--- config.mk ---
export PLATFORM = sky130hd
export DESIGN_NAME = typec_dfp_attach_fsm
export DESIGN_NICKNAME = d
export VERILOG_FILES = /design/src/inc/typec_dfp_pkg.sv /design/src/logic/typec_dfp_attach_fsm.sv
export SDC_FILE = /design/constraint.sdc
export NUM_CORES = 1
export LEC_CHECK = 0
export ABC_AREA = 1
export BUFFER_PORTS_ARGS = -buffer_cell sky130_fd_sc_hd__buf_4
export CORE_UTILIZATION = 58
export DETAILED_ROUTE_END_ITERATION = 6
export PLACE_DENSITY = 0.84
export SLEW_MARGIN = 20
export SYNTH_ARGS = -nofsm -noshare
export SYNTH_HDL_FRONTEND = slang
export SYNTH_SLANG_ARGS = --single-unit
--- constraint.sdc ---
create_clock -name clk -period 3.9 [get_ports clk]
set_input_delay 0.195 -clock clk [delete_from_list [all_inputs] [get_ports clk]]
set_output_delay 0.195 -clock clk [all_outputs]
set_load 0.1 [all_outputs]
--- src/inc/typec_dfp_pkg.sv ---
// package: constants, types and decode helpers for the type-c dfp attach logic
package typec_dfp_pkg;

    // -------------------------------------------------------------
    // analog sample format
    // -------------------------------------------------------------
    localparam int MV_W = 13;                 // adc samples in millivolts

    // -------------------------------------------------------------
    // configuration select windows (mV)
    // -------------------------------------------------------------
    localparam logic [MV_W-1:0] CFG_UFP_MIN = 13'h06d6;   // 1750
    localparam logic [MV_W-1:0] CFG_3A_MIN = 13'h04b0;    // 1200
    localparam logic [MV_W-1:0] CFG_3A_MAX = 13'h0514;    // 1300
    localparam logic [MV_W-1:0] CFG_1A5_MIN = 13'h02bc;   // 700
    localparam logic [MV_W-1:0] CFG_1A5_MAX = 13'h0320;   // 800
    localparam logic [MV_W-1:0] CFG_LEG_MAX = 13'h012c;   // 300

    // -------------------------------------------------------------
    // cc classification windows per profile (mV)
    // -------------------------------------------------------------
    localparam logic [MV_W-1:0] CC_3A_OPEN_MIN = 13'h0abe;  // 2750
    localparam logic [MV_W-1:0] CC_3A_RD_MAX = 13'h0a28;    // 2600
    localparam logic [MV_W-1:0] CC_3A_RD_MIN = 13'h0352;    // 850
    localparam logic [MV_W-1:0] CC_3A_RA_MAX = 13'h0320;    // 800
    localparam logic [MV_W-1:0] CC_1A5_OPEN_MIN = 13'h0672; // 1650
    localparam logic [MV_W-1:0] CC_1A5_RD_MAX = 13'h0640;   // 1600
    localparam logic [MV_W-1:0] CC_1A5_RD_MIN = 13'h01c2;   // 450
    localparam logic [MV_W-1:0] CC_1A5_RA_MAX = 13'h0190;   // 400
    localparam logic [MV_W-1:0] CC_LEG_OPEN_MIN = 13'h0672; // 1650
    localparam logic [MV_W-1:0] CC_LEG_RD_MAX = 13'h0640;   // 1600
    localparam logic [MV_W-1:0] CC_LEG_RD_MIN = 13'h00fa;   // 250
    localparam logic [MV_W-1:0] CC_LEG_RA_MAX = 13'h00c8;   // 200

    // -------------------------------------------------------------
    // types
    // -------------------------------------------------------------
    typedef enum logic [1:0] {
        PROF_NONE,
        PROF_3A,
        PROF_1A5,
        PROF_LEGACY
    } profile_t;

    typedef enum logic [1:0] {
        CC_OPEN,      // open or between bands
        CC_SINK,      // rd sink termination
        CC_CABLE      // ra cable termination or ground
    } cc_class_t;

    // the five port control outputs as one bundle
    typedef struct packed {
        logic vbus_supply_enable;
        logic plug_orientation_n;
        logic cc1_cable_power_n;
        logic cc2_cable_power_n;
        logic audio_adapter;
    } port_ctrl_t;

    localparam port_ctrl_t CTRL_DEFAULT = 5'h0e;   // vbus 0, orient 1, pwr 1/1, audio 0

    // -------------------------------------------------------------
    // helpers
    // -------------------------------------------------------------
    // profile from a configuration select sample
    function automatic profile_t decode_profile(input logic [MV_W-1:0] mv);
        if (mv >= CFG_3A_MIN && mv <= CFG_3A_MAX) begin
            return PROF_3A;
        end else if (mv >= CFG_1A5_MIN && mv <= CFG_1A5_MAX) begin
            return PROF_1A5;
        end else if (mv <= CFG_LEG_MAX) begin
            return PROF_LEGACY;
        end
        return PROF_NONE;
    endfunction

    // classify one cc sample under the current profile
    function automatic cc_class_t classify_cc(input logic [MV_W-1:0] mv, input profile_t p);
        logic [MV_W-1:0] rd_hi;
        logic [MV_W-1:0] rd_lo;
        logic [MV_W-1:0] ra_hi;
        rd_hi = CC_LEG_RD_MAX;
        rd_lo = CC_LEG_RD_MIN;
        ra_hi = CC_LEG_RA_MAX;
        case (p)
            PROF_3A: begin
                rd_hi = CC_3A_RD_MAX;
                rd_lo = CC_3A_RD_MIN;
                ra_hi = CC_3A_RA_MAX;
            end
            PROF_1A5: begin
                rd_hi = CC_1A5_RD_MAX;
                rd_lo = CC_1A5_RD_MIN;
                ra_hi = CC_1A5_RA_MAX;
            end
            default: begin
            end
        endcase
        if (p == PROF_NONE) begin
            return CC_OPEN;
        end else if (mv <= ra_hi) begin
            return CC_CABLE;
        end else if (mv >= rd_lo && mv <= rd_hi) begin
            return CC_SINK;
        end
        return CC_OPEN;
    endfunction

endpackage

--- src/logic/typec_dfp_attach_fsm.sv ---
// design: configuration select and downstream facing port attach state machine
`timescale 1ns/1ns
// Summary of operation
// - sample config level once after reset
// - dfp follows config profile changes anytime
// - dfp never returns to ufp until reset
// - high config level at power-on selects ufp
// - decode config level into three dfp profiles
// - classify cc open, sink, cable per profile
// - disabled or invalid config: idle, defaults
// - enabled idle watches cc, default outputs
// - sink on cc1 only: supply on
// - sink cc1, cable cc2: power cc2
// - sink on cc2 only: supply, orientation low
// - sink cc2, cable cc1: power cc1
// - cable on both lines: audio flag
// - grounded cc lines count as cable termination
// - overcurrent in dfp mode forces fault state and flag
// - cable power holds until opposite sink leaves
module typec_dfp_attach_fsm (
    // clock and reset
    input wire logic clk,
    input wire logic rst,
    // analog samples, millivolts, from on-chip adc on clk
    input wire logic [typec_dfp_pkg::MV_W-1:0] cfg_sel_mv,
    input wire logic [typec_dfp_pkg::MV_W-1:0] cc1_mv,
    input wire logic [typec_dfp_pkg::MV_W-1:0] cc2_mv,
    // digital pins
    input wire logic port_enable,
    input wire logic overcurrent_sense_n,
    // port controls
    output logic vbus_supply_enable,
    output logic plug_orientation_n,
    output logic cc1_cable_power_n,
    output logic cc2_cable_power_n,
    output logic audio_adapter,
    // status
    output logic fault_flag_out,
    output logic ufp_mode
);

    // ---------------------------------------------------------------
    // state encoding
    // ---------------------------------------------------------------
    typedef enum logic [3:0] {
        ST_WAIT_SAMPLE,     // first cycle after reset, nothing chosen yet
        ST_UFP,             // upstream mode, dfp outputs parked
        ST_DISABLED,
        ST_ENABLED_IDLE,
        ST_UNFLIP_PASSIVE,
        ST_UNFLIP_ACTIVE,
        ST_FLIP_PASSIVE,
        ST_FLIP_ACTIVE,
        ST_AUDIO,
        ST_FAULT
    } state_t;

    // ---------------------------------------------------------------
    // pin synchronisers
    // ---------------------------------------------------------------
    logic [1:0] enable_sync_reg;   // [0] first stage only feeds [1]
    logic [1:0] ocs_sync_reg;      // idles high
    logic enable_prev_reg;         // for falling edge detection

    // synchronise the two digital pins
    always_ff @(posedge clk) begin
        if (rst) begin
            enable_sync_reg <= 2'h0;
            ocs_sync_reg <= 2'h3;
            enable_prev_reg <= 1'b0;
        end else begin
            enable_sync_reg <= {enable_sync_reg[0], port_enable};
            ocs_sync_reg <= {ocs_sync_reg[0], overcurrent_sense_n};
            enable_prev_reg <= enable_sync_reg[1];
        end
    end

    // ---------------------------------------------------------------
    // decode
    // ---------------------------------------------------------------
    wire logic enabled = enable_sync_reg[1];
    wire logic overcurrent = ~ocs_sync_reg[1];
    wire logic enable_fall = enable_prev_reg & ~enabled;
    wire logic ufp_level = (cfg_sel_mv >= typec_dfp_pkg::CFG_UFP_MIN);
    // live profile, followed at any time while in dfp mode
    wire typec_dfp_pkg::profile_t profile = typec_dfp_pkg::decode_profile(cfg_sel_mv);
    wire logic cfg_valid = (profile != typec_dfp_pkg::PROF_NONE);
    wire logic run_ok = enabled & cfg_valid;
    // a grounded line reads 0 mV and lands in the cable band
    wire typec_dfp_pkg::cc_class_t cc1_class = typec_dfp_pkg::classify_cc(cc1_mv, profile);
    wire typec_dfp_pkg::cc_class_t cc2_class = typec_dfp_pkg::classify_cc(cc2_mv, profile);
    wire logic cc1_sink = (cc1_class == typec_dfp_pkg::CC_SINK);
    wire logic cc2_sink = (cc2_class == typec_dfp_pkg::CC_SINK);
    wire logic cc1_cable = (cc1_class == typec_dfp_pkg::CC_CABLE);
    wire logic cc2_cable = (cc2_class == typec_dfp_pkg::CC_CABLE);

    // ---------------------------------------------------------------
    // attach selection from the current cc picture
    // ---------------------------------------------------------------
    state_t state_reg;
    state_t state_next;
    state_t attach_pick;

    // pick the connected state matching both lines; cc1 sink wins a tie
    always_comb begin
        if (cc1_sink && cc2_cable) begin
            attach_pick = ST_UNFLIP_ACTIVE;
        end else if (cc1_sink) begin
            attach_pick = ST_UNFLIP_PASSIVE;
        end else if (cc2_sink && cc1_cable) begin
            attach_pick = ST_FLIP_ACTIVE;
        end else if (cc2_sink) begin
            attach_pick = ST_FLIP_PASSIVE;
        end else if (cc1_cable && cc2_cable) begin
            attach_pick = ST_AUDIO;
        end else begin
            attach_pick = ST_ENABLED_IDLE;
        end
    end

    // ---------------------------------------------------------------
    // next state
    // ---------------------------------------------------------------
    always_comb begin
        state_next = state_reg;
        case (state_reg)
            ST_WAIT_SAMPLE: begin
                // single sample of the config level after reset
                state_next = ufp_level ? ST_UFP : ST_DISABLED;
            end
            ST_UFP: begin
                state_next = ST_UFP;
            end
            ST_FAULT: begin
                // resume once the overcurrent pin releases
                if (!overcurrent) begin
                    state_next = ST_DISABLED;
                end
            end
            ST_DISABLED: begin
                if (run_ok) begin
                    state_next = ST_ENABLED_IDLE;
                end
            end
            ST_ENABLED_IDLE: begin
                state_next = attach_pick;
            end
            ST_UNFLIP_ACTIVE: begin
                // cc2 power held while cc1 sink stays
                state_next = cc1_sink ? ST_UNFLIP_ACTIVE : attach_pick;
            end
            ST_FLIP_ACTIVE: begin
                // cc1 power held while cc2 sink stays
                state_next = cc2_sink ? ST_FLIP_ACTIVE : attach_pick;
            end
            ST_UNFLIP_PASSIVE, ST_FLIP_PASSIVE, ST_AUDIO: begin
                state_next = attach_pick;
            end
            default: begin
                state_next = ST_DISABLED;
            end
        endcase
        // dfp-wide overrides; ufp is never left and never entered here
        if (state_reg != ST_WAIT_SAMPLE && state_reg != ST_UFP) begin
            if (overcurrent) begin
                state_next = ST_FAULT;
            end else if (state_reg != ST_FAULT && !run_ok) begin
                state_next = ST_DISABLED;
            end
        end
    end

    // state register
    always_ff @(posedge clk) begin
        if (rst) begin
            state_reg <= ST_WAIT_SAMPLE;
        end else begin
            state_reg <= state_next;
        end
    end

    // ---------------------------------------------------------------
    // output decode per state
    // ---------------------------------------------------------------
    typec_dfp_pkg::port_ctrl_t ctrl_next;
    typec_dfp_pkg::port_ctrl_t ctrl_reg;

    // output bundle that belongs to the next state
    always_comb begin
        ctrl_next = typec_dfp_pkg::CTRL_DEFAULT;
        case (state_next)
            ST_UNFLIP_PASSIVE: begin
                ctrl_next.vbus_supply_enable = 1'b1;
            end
            ST_UNFLIP_ACTIVE: begin
                ctrl_next.vbus_supply_enable = 1'b1;
                ctrl_next.cc2_cable_power_n = 1'b0;
            end
            ST_FLIP_PASSIVE: begin
                ctrl_next.vbus_supply_enable = 1'b1;
                ctrl_next.plug_orientation_n = 1'b0;
            end
            ST_FLIP_ACTIVE: begin
                ctrl_next.vbus_supply_enable = 1'b1;
                ctrl_next.plug_orientation_n = 1'b0;
                ctrl_next.cc1_cable_power_n = 1'b0;
            end
            ST_AUDIO: begin
                ctrl_next.audio_adapter = 1'b1;
            end
            default: begin
            end
        endcase
    end

    // ---------------------------------------------------------------
    // registered outputs and fault flag
    // ---------------------------------------------------------------
    logic fault_reg;         // internal overcurrent flag, drives fault output
    logic ufp_reg;

    // outputs change with the state they belong to
    always_ff @(posedge clk) begin
        if (rst) begin
            ctrl_reg <= typec_dfp_pkg::CTRL_DEFAULT;
            ufp_reg <= 1'b0;
        end else begin
            ctrl_reg <= ctrl_next;
            ufp_reg <= (state_next == ST_UFP);
        end
    end

    // sticky fault, cleared by a falling edge of enable; a new event wins
    always_ff @(posedge clk) begin
        if (rst) begin
            fault_reg <= 1'b0;
        end else if (state_next == ST_FAULT) begin
            fault_reg <= 1'b1;
        end else if (enable_fall) begin
            fault_reg <= 1'b0;
        end
    end

    assign vbus_supply_enable = ctrl_reg.vbus_supply_enable;
    assign plug_orientation_n = ctrl_reg.plug_orientation_n;
    assign cc1_cable_power_n = ctrl_reg.cc1_cable_power_n;
    assign cc2_cable_power_n = ctrl_reg.cc2_cable_power_n;
    assign audio_adapter = ctrl_reg.audio_adapter;
    assign fault_flag_out = fault_reg;
    assign ufp_mode = ufp_reg;

endmodule // typec_dfp_attach_fsm

==> results of run 1 <==
==> worst register-to-register path, stage by stage, from the launching register on <==
cell,delay [ps]
sky130_fd_sc_hd__dfxtp_1,340
sky130_fd_sc_hd__inv_1,60
sky130_fd_sc_hd__nor2_1,130
sky130_fd_sc_hd__inv_1,70
sky130_fd_sc_hd__nor3_1,130
sky130_fd_sc_hd__inv_1,90
sky130_fd_sc_hd__nand2_1,70
sky130_fd_sc_hd__o21ai_1,90
sky130_fd_sc_hd__nor3_1,130
sky130_fd_sc_hd__o21ai_1,150
sky130_fd_sc_hd__nor2_1,220
sky130_fd_sc_hd__nand3_1,100
==> how the worst min path moves through the flow <==
stage | to | from | slack, ps | cells after the start
5_1_grt | ocs_sync_reg[0]$_SDFF_PP1_ | overcurrent_sense_n | 100 | 2
4_1_cts | ocs_sync_reg[0]$_SDFF_PP1_ | overcurrent_sense_n | 100 | 2
6_report | ocs_sync_reg[0]$_SDFF_PP1_ | overcurrent_sense_n | 100 | 2
3_3_place_gp | ocs_sync_reg[0]$_SDFF_PP1_ | overcurrent_sense_n | 380 | 2
3_5_place_dp | ocs_sync_reg[0]$_SDFF_PP1_ | overcurrent_sense_n | 380 | 2
2_1_floorplan | ocs_sync_reg[0]$_SDFF_PP1_ | overcurrent_sense_n | 300 | 1
==> routing by layer <==
metal,part of all wire,vias to the layer above,GRT usage,wire length [µm]
met1,0.44,977,0.3130,1928
met2,0.51,56,0.4867,2209
li1,-,1160,-,-
met4,0.0053,0,0.05648,23
met3,0.041,4,0.008658,179
met5,0,-,0,0
==> power breakdown <==
group / leakage, µW / internal [µW] / total (µW) / switching [µW]
combinational: 0.00117 / 124 / 339 / 215
clock: 0.0000138 / 35.7 / 78.3 / 42.7
sequential: 0.000131 / 181 / 192 / 11.1
==> cells in the final DEF, fill, tap and decap left out, types with 7 or more instances in the layout <==
cell type / n
sky130_fd_sc_hd__nand2_1: 75
sky130_fd_sc_hd__inv_1: 52
sky130_fd_sc_hd__nor2_1: 50
sky130_fd_sc_hd__buf_4: 49
sky130_fd_sc_hd__ha_1: 27
sky130_fd_sc_hd__nand3_1: 24
sky130_fd_sc_hd__dfxtp_1: 16
sky130_fd_sc_hd__a21oi_1: 14
sky130_fd_sc_hd__nand2_2: 11
sky130_fd_sc_hd__inv_2: 8
sky130_fd_sc_hd__nor3_1: 7
==> metrics by stage <==
| step | hold slack [ps] | cell area [µm²] | cells | worst slack [ps] | util |
|---|---|---|---|---|---|
| 2_1_floorplan | 298.8 | 1971 | 330 | 1348 | - |
| 3_3_place_gp | 380.3 | 2386 | 422 | 906.0 | 0.7628 |
| 3_5_place_dp | 383.9 | 2386 | 422 | 875.0 | 0.7628 |
| 4_1_cts | 98.56 | 2409 | 425 | 1175 | 0.7700 |
| 5_1_grt | 97.52 | 2409 | 425 | 810.5 | 0.7700 |
| 6_report | 104.2 | 2409 | 425 | 1171 | 0.7700 |
==> cell type report <==
| type | count | area, µm² | area share |
|---|---|---|---|
| Timing Repair Buffer | 49 | 367.9 | 0.1527 |
| Sequential cell | 16 | 320.3 | 0.1330 |
| Inverter | 61 | 229.0 | 0.09507 |
| Clock buffer | 3 | 22.52 | 0.009351 |
| Multi-Input combinational cell | 252 | 1414 | 0.5870 |
| Tap cell | 44 | 55.05 | 0.02286 |
==> kinds of logic after synthesis <==
family / after synthesis
buffers and inverters: 62
and+or+nand+nor: 196
adders and majority gates: 27
DFF: 16
AOI/OAI and AO/OA: 29
==> metrics.txt, run 1 <==
# TYPE chip_impl_metric gauge
chip_impl_metric{name="syn_area",unit="mm²"} 0.001971
chip_impl_metric{name="slew_headroom",unit=""} 0.6489
chip_impl_info{name="main_combinational_cell_family_by_area_after_synthesis",value="simple AND/OR/NAND/NOR gates"} 1
chip_impl_info{name="setup.worst_path.class",value="in -> reg"} 1
chip_impl_metric{name="antenna_cells",unit=""} 0
chip_impl_metric{name="cellLeakagePower",unit="µW"} 0.001314
chip_impl_metric{name="r2r_slack",unit="ps"} 2210
chip_impl_metric{name="first_global_vias",unit=""} 1922
chip_impl_metric{name="grt_util_all_layers",unit=""} 0.2562
chip_impl_info{name="crit-reg2reg-capture",value="cc2_cable_power_n$_SDFF_PP1_"} 1
chip_impl_info{name="slowest_cell_on_the_critical_path",value="sky130_fd_sc_hd__ha_1"} 1
chip_impl_metric{name="cts_inserted_buffers",unit=""} 3
chip_impl_info{name="yosysMostFrequentCell",value="sky130_fd_sc_hd__nand2_1"} 1
chip_impl_metric{name="io_pins",unit=""} 50
chip_impl_metric{name="worst-slew-pin-transition",unit="ps"} 521.8
chip_impl_metric{name="vias",unit=""} 2197
chip_impl_metric{name="postCtsSetupRepairBufs",unit=""} 0
chip_impl_metric{name="net_count_after_synthesis",unit=""} 400
chip_impl_info{name="cp-startpoint",value="cfg_sel_mv[7]"} 1
chip_impl_metric{name="die_width",unit="µm"} 60.29
chip_impl_metric{name="synth-seq-cells",unit=""} 16
chip_impl_metric{name="async_set_or_reset_register_ratio_after_synthesis",unit=""} 0
chip_impl_info{name="cts_tree",value="yes"} 1
chip_impl_metric{name="power",unit="µW"} 609.9
chip_impl_metric{name="number_of_enable_type_register_cells_in_the_synthesized_netlist",unit=""} 0
chip_impl_metric{name="clock_tree.buffer_depth",unit=""} 2
chip_impl_info{name="cp_launch_type",value="primary input"} 1
chip_impl_metric{name="cts.clk_slew.worst_paths",unit="ps"} 80
chip_impl_info{name="synth_commonest_cells",value="75 x sky130_fd_sc_hd__nand2_1, 52 x sky130_fd_sc_hd__inv_1, 50 x sky130_fd_sc_hd__nor2_1, 27 x sky130_fd_sc_hd__ha_1, 24 x sky130_fd_sc_hd__nand3_1"} 1
chip_impl_metric{name="num_rows",unit=""} 20
chip_impl_metric{name="drc",unit=""} 0
chip_impl_metric{name="pwr_density_cell",unit="mW/mm²"} 253.2
chip_impl_metric{name="routed_wirelength",unit="µm"} 4340
chip_impl_metric{name="ctsHoldBuffers",unit=""} 0
chip_impl_info{name="hold_path_class",value="in -> reg"} 1
chip_impl_metric{name="timing.final.max_slew_violations",unit=""} 0
chip_impl_metric{name="place.detailed.hpwl",unit="µm"} 3741
chip_impl_info{name="setup.worst_path.end_class",value="flip-flop"} 1
chip_impl_metric{name="drt-pass1-iter-count",unit=""} 4
chip_impl_metric{name="global_route_wire_length_before_repair",unit="µm"} 7376
chip_impl_metric{name="finalSetupTns",unit="ps"} 0
chip_impl_metric{name="grt_remaining_overflow",unit=""} 0
chip_impl_metric{name="arrival",unit="ps"} 2890
chip_impl_metric{name="synth_adder_area_share",unit=""} 0.1714
chip_impl_metric{name="synth_mux_area_frac",unit=""} 0
chip_impl_metric{name="ff2ff_path_depth",unit=""} 11
chip_impl_metric{name="finalHoldViolations",unit=""} 0
chip_impl_metric{name="synth_unique_cells",unit=""} 28
chip_impl_info{name="synth_largest_area_cell",value="sky130_fd_sc_hd__ha_1"} 1
chip_impl_metric{name="worst_skew_pair.late_latency",unit="ps"} 270
chip_impl_info{name="worstReg2RegStart",value="state_reg[0]$_SDFF_PP0_"} 1
chip_impl_metric{name="gpl.final_weighted_congestion",unit=""} 0.8964
chip_impl_metric{name="fmaxAchievable",unit="GHz"} 0.3665
chip_impl_metric{name="post_synth_xor_area_fraction",unit=""} 0
chip_impl_metric{name="initial_core_util",unit=""} 0.6300
chip_impl_metric{name="drive_gt1_frac",unit=""} 0.2231
chip_impl_info{name="crit_family",value="simple AND/OR/NAND/NOR gates"} 1
chip_impl_metric{name="layout.nets",unit=""} 453
chip_impl_metric{name="final_period_minus_worst_setup_slack",unit="ps"} 2729
chip_impl_info{name="timing.critical_path.mode_cell",value="sky130_fd_sc_hd__nand2_1"} 1
chip_impl_metric{name="worstPathBufferInverterCount",unit=""} 3
chip_impl_metric{name="fillerInstances",unit=""} 262
chip_impl_info{name="rsz_0062_raised_after_global_routing",value="false"} 1
chip_impl_metric{name="grt_antenna_before_repair",unit=""} 0
chip_impl_metric{name="flow.area_growth_from_synthesis",unit="%"} 22.22
chip_impl_metric{name="ant_nets",unit=""} 0
chip_impl_info{name="yosys_most_used_dff",value="sky130_fd_sc_hd__dfxtp_1"} 1
chip_impl_metric{name="post_cts_resize_count",unit=""} 0
chip_impl_metric{name="ir_worst_vdd",unit="µV"} 353.5
chip_impl_metric{name="finalClockSkew",unit="ps"} 2.302
chip_impl_info{name="run_status",value="finished clean"} 1
chip_impl_metric{name="core",unit="mm²"} 0.003128
chip_impl_metric{name="syn_area_per_cell",unit="µm²"} 5.972
chip_impl_metric{name="worst-endpoint-required",unit="ps"} 4060
chip_impl_metric{name="cp_slowest_stage_delay",unit="ps"} 280
chip_impl_metric{name="synth_cells",unit=""} 330
chip_impl_metric{name="synth_top_area_frac",unit=""} 0.1714
chip_impl_metric{name="synthesis.yosys.warnings",unit=""} 0
chip_impl_metric{name="synth-compound-area-share",unit=""} 0.08190
chip_impl_metric{name="die_area",unit="mm²"} 0.003635
chip_impl_metric{name="critical_path_cell_count",unit=""} 28
chip_impl_metric{name="share_of_synthesized_cell_area_in_and_or_nand_and_nor_gates",unit=""} 0.4641
chip_impl_metric{name="wl_per_cell",unit="µm"} 10.21
chip_impl_metric{name="cts_max_level",unit=""} 1
chip_impl_metric{name="layout_worst_path_cycle_share",unit=""} 0.6997
chip_impl_metric{name="vias_per_cell",unit=""} 5.169
chip_impl_metric{name="io_buffer_count",unit=""} 49
chip_impl_metric{name="die-height",unit="µm"} 60.29
chip_impl_info{name="cp-endpoint",value="cc2_cable_power_n$_SDFF_PP1_"} 1
chip_impl_metric{name="grt_max_degree",unit=""} 13
chip_impl_metric{name="tritoncts_num_sinks",unit=""} 16
chip_impl_metric{name="critPathMaxFanout",unit=""} 9
chip_impl_metric{name="detail_route.iter0.violations",unit=""} 116
chip_impl_metric{name="max-cap-violations",unit=""} 0
chip_impl_metric{name="final_report_setup_violation_count",unit=""} 0
chip_impl_metric{name="ys_seq_area_frac",unit=""} 0.1625
chip_impl_metric{name="largest_register_ff_count",unit=""} 4
chip_impl_info{name="yosys-top-cells-area",value="sky130_fd_sc_hd__ha_1 17%, sky130_fd_sc_hd__dfxtp_1 16%, sky130_fd_sc_hd__nand2_1 14%, sky130_fd_sc_hd__inv_1 9.9%, sky130_fd_sc_hd__nor2_1 9.5%"} 1
chip_impl_info{name="clock-root-buffer",value="sky130_fd_sc_hd__clkbuf_4"} 1
(Power assumes the default switching activity.)
==> run 2: changes to the inputs <==
--- a/config.mk
+++ b/config.mk
@@ -7,9 +7,9 @@
 export LEC_CHECK = 0
 export ABC_AREA = 1
 export BUFFER_PORTS_ARGS = -buffer_cell sky130_fd_sc_hd__buf_4
-export CORE_UTILIZATION = 58
+export CORE_UTILIZATION = 49
 export DETAILED_ROUTE_END_ITERATION = 6
-export PLACE_DENSITY = 0.84
+export PLACE_DENSITY = 0.76
 export SLEW_MARGIN = 20
 export SYNTH_ARGS = -nofsm -noshare
 export SYNTH_HDL_FRONTEND = slang
==> constraint.sdc (replaced) <==
create_clock -name clk -period 2.46 [get_ports clk]
set_input_delay 0.123 -clock clk [delete_from_list [all_inputs] [get_ports clk]]
set_output_delay 0.123 -clock clk [all_outputs]
set_load 0.1 [all_outputs]
==> run 2 against run 1 <==
Net effect:
- count of clock-buffer cells in the layout is 1 higher
- total power is 92% higher
- first-iteration DRC count is 18% lower
- clock skew is 1.3 ps lower
- the run now ends with negative setup slack left
- routed wire length is 18% higher
- critical path type unchanged
- sequential cell count stayed put
==> metrics.txt, run 2 (same netlist as run 1, synthesis figures left out) <==
# TYPE chip_impl_metric gauge
chip_impl_metric{name="io_buffer_count",unit=""} 49
chip_impl_metric{name="worst-slew-pin-transition",unit="ps"} 328.5
chip_impl_metric{name="io_pins",unit=""} 50
chip_impl_metric{name="whs_path_depth",unit=""} 2
chip_impl_metric{name="finalHoldViolations",unit=""} 0
chip_impl_metric{name="pre_cts_ws",unit="ps"} -350.6
chip_impl_metric{name="ir_worst_vdd",unit="µV"} 538.7
chip_impl_info{name="run_status",value="finished, violations left"} 1
chip_impl_metric{name="die-height",unit="µm"} 65.42
chip_impl_metric{name="detail_route.iter0.violations",unit=""} 95
chip_impl_metric{name="placement.cell_area",unit="mm²"} 0.002575
chip_impl_metric{name="vias",unit=""} 2273
chip_impl_metric{name="arrival",unit="ps"} 2690
chip_impl_metric{name="ff2ff_path_depth",unit=""} 11
chip_impl_metric{name="global_route_wire_length_before_repair",unit="µm"} 8004
chip_impl_metric{name="final_period_minus_worst_setup_slack",unit="ps"} 2563
chip_impl_metric{name="vias_per_cell",unit=""} 4.985
chip_impl_metric{name="tritoncts_num_sinks",unit=""} 16
chip_impl_info{name="setup.worst_path.end_class",value="flip-flop"} 1
chip_impl_info{name="violations",value="negative setup slack"} 1
chip_impl_info{name="cts_tree",value="yes"} 1
chip_impl_metric{name="clock_tree.buffer_depth",unit=""} 2
chip_impl_metric{name="slew_headroom",unit=""} 0.7787
chip_impl_metric{name="timing.final.max_slew_violations",unit=""} 0
chip_impl_info{name="rsz_0062_raised_after_global_routing",value="true"} 1
chip_impl_metric{name="layout_worst_path_cycle_share",unit=""} 1.042
chip_impl_metric{name="cellLeakagePower",unit="µW"} 0.001462
chip_impl_metric{name="routed_wirelength",unit="µm"} 5113
chip_impl_metric{name="core",unit="mm²"} 0.003771
chip_impl_metric{name="finish.instance_area",unit="mm²"} 0.002922
chip_impl_metric{name="antenna_cells",unit=""} 0
chip_impl_metric{name="drt-pass1-iter-count",unit=""} 4
chip_impl_metric{name="worst-endpoint-required",unit="ps"} 2590
chip_impl_metric{name="grt_remaining_overflow",unit=""} 0
chip_impl_metric{name="cts.clk_slew.worst_paths",unit="ps"} 60
chip_impl_metric{name="largest_register_ff_count",unit=""} 4
chip_impl_info{name="commonest_cells_after_routing_fill_and_taps_aside",value="67 x sky130_fd_sc_hd__nand2_1, 67 x sky130_fd_sc_hd__buf_4, 48 x sky130_fd_sc_hd__inv_1"} 1
chip_impl_metric{name="first_global_vias",unit=""} 2084
chip_impl_metric{name="cts_max_level",unit=""} 1
chip_impl_metric{name="initial_core_util",unit=""} 0.5226
chip_impl_metric{name="die_width",unit="µm"} 65.42
chip_impl_metric{name="placed_cells",unit=""} 447
chip_impl_metric{name="layout.nets",unit=""} 479
chip_impl_metric{name="drive_gt1_frac",unit=""} 0.3652
chip_impl_metric{name="ctsHoldBuffers",unit=""} 0
chip_impl_metric{name="finish.cell_count_without_fillers",unit=""} 456
chip_impl_metric{name="flow.area_growth_from_synthesis",unit="%"} 48.25
chip_impl_metric{name="critPathMaxFanout",unit=""} 7
chip_impl_metric{name="drc",unit=""} 0
chip_impl_metric{name="fmaxAchievable",unit="GHz"} 0.3901
chip_impl_metric{name="die_area",unit="mm²"} 0.004279
chip_impl_metric{name="ant_nets",unit=""} 0
chip_impl_metric{name="worst_skew_pair.late_latency",unit="ps"} 240
chip_impl_metric{name="pwr_density_cell",unit="mW/mm²"} 401.5
chip_impl_metric{name="grt_util_all_layers",unit=""} 0.2336
chip_impl_metric{name="gpl.final_weighted_congestion",unit=""} 0.8798
chip_impl_metric{name="place.detailed.hpwl",unit="µm"} 4057
chip_impl_info{name="setup.worst_path.class",value="in -> reg"} 1
chip_impl_metric{name="finalClockSkew",unit="ps"} 0.9530
chip_impl_metric{name="timing.hold.ws",unit="ps"} 58.59
chip_impl_metric{name="cts_inserted_buffers",unit=""} 3
chip_impl_metric{name="max-cap-violations",unit=""} 0
chip_impl_info{name="clock-root-buffer",value="sky130_fd_sc_hd__clkbuf_8"} 1
chip_impl_metric{name="num_rows",unit=""} 22
chip_impl_metric{name="final_report_setup_violation_count",unit=""} 6
chip_impl_info{name="cp_launch_type",value="primary input"} 1
chip_impl_metric{name="final_util",unit=""} 0.7747
chip_impl_info{name="hold_path_class",value="in -> reg"} 1
chip_impl_metric{name="setup_ws",unit="ps"} -103.2
chip_impl_metric{name="grt_antenna_before_repair",unit=""} 0
chip_impl_metric{name="grt_max_degree",unit=""} 13
chip_impl_metric{name="wl_per_cell",unit="µm"} 11.21
-- run 2: cell types whose count changed in the layout (fill, tap and decap cells not counted), moves of 4 or more --
| cell | before | now |
|---|---|---|
| sky130_fd_sc_hd__nand3_1 | 24 | 19 |
| sky130_fd_sc_hd__inv_1 | 52 | 48 |
| sky130_fd_sc_hd__nand2_1 | 75 | 67 |
| sky130_fd_sc_hd__clkbuf_8 | 0 | 4 |
| sky130_fd_sc_hd__nor2_2 | 3 | 7 |
| sky130_fd_sc_hd__buf_6 | 0 | 8 |
| sky130_fd_sc_hd__nand2_2 | 11 | 17 |
| sky130_fd_sc_hd__ha_4 | 0 | 7 |
| sky130_fd_sc_hd__nor2_1 | 50 | 40 |
| sky130_fd_sc_hd__nor2_4 | 0 | 6 |
| sky130_fd_sc_hd__buf_4 | 49 | 67 |
| sky130_fd_sc_hd__nand3_2 | 4 | 9 |
| sky130_fd_sc_hd__ha_1 | 27 | 20 |
-- run 2: layout make-up --
type                            count  area (µm²)
Tap cell                           48       60.06
Inverter                           61       247.7
Clock buffer                        4       55.05
Timing Repair Buffer               75       593.1
Multi-Input combinational cell    252        1645
Fill cell                         305       849.6
Sequential cell                    16       320.3
-- run 2: final timing paths --
path	slack, ps	from	end
worst min register to register	400	enable_sync_reg[0]$_SDFF_PP0_	enable_sync_reg[1]$_SDFF_PP0_
worst max register to register	740	state_reg[0]$_SDFF_PP0_	cc1_cable_power_n$_SDFF_PP1_
worst min-delay path	60	overcurrent_sense_n	ocs_sync_reg[0]$_SDFF_PP1_
worst max-delay path	-100	cfg_sel_mv[10]	cc1_cable_power_n$_SDFF_PP1_
-- run 2: worst max-delay path: stages --
cell and delay [ps]:
sky130_fd_sc_hd__buf_4 150, sky130_fd_sc_hd__nor2_2 140, sky130_fd_sc_hd__nand2_1 70, sky130_fd_sc_hd__nor2_1 90, sky130_fd_sc_hd__nand2_1 70, sky130_fd_sc_hd__nand2_2 80
sky130_fd_sc_hd__nand2_4 80, sky130_fd_sc_hd__nand2_8 90, sky130_fd_sc_hd__inv_8 40, sky130_fd_sc_hd__ha_4 260, sky130_fd_sc_hd__nand2_2 50, sky130_fd_sc_hd__o21a_1 190
sky130_fd_sc_hd__nand2_1 70, sky130_fd_sc_hd__nand2_1 50, sky130_fd_sc_hd__o21bai_1 150, sky130_fd_sc_hd__clkinv_1 50, sky130_fd_sc_hd__nand2_1 40, sky130_fd_sc_hd__nand2_1 50
sky130_fd_sc_hd__nand2_1 60, sky130_fd_sc_hd__nand2_1 60, sky130_fd_sc_hd__nand2_1 60, sky130_fd_sc_hd__nor2_2 150, sky130_fd_sc_hd__nand2_1 90, sky130_fd_sc_hd__and3_1 150
sky130_fd_sc_hd__nand2_1 70, sky130_fd_sc_hd__nand2_2 80, sky130_fd_sc_hd__nand2_4 80, sky130_fd_sc_hd__nand3_2 60
-- run 2: what timing repair did --
item                       4_1_cts  5_1_grt
resized for setup               11       49
cloned                           0        0
setup endpoints to repair        6       10
buffers inserted                 1        4
pin swaps                       10       34
-- run 2: where the power goes --
group	switching [µW]	leakage, µW	internal, µW
Combinational	399	0.00130	246
Sequential	16.6	0.000131	288
Clock	81.2	0.0000288	142
-- run 2: routing by layer --
metal,vias up,global-route usage,routed length (µm)
met5,-,0,0
li1,1216,-,-
met4,0,0.07609,43
met2,60,0.4407,2560
met3,5,0.02431,206
met1,992,0.2700,2302
-- run 2: through the flow --
stage / TNS (ps) / total power [µW]
after global placement: -2163 / 865.9
final: -380.4 / 1173
after floorplan: 0 / 699.8
after CTS: 0 / 1107
after detailed placement: -2507 / 873.9
after global routing: -2308 / 1257
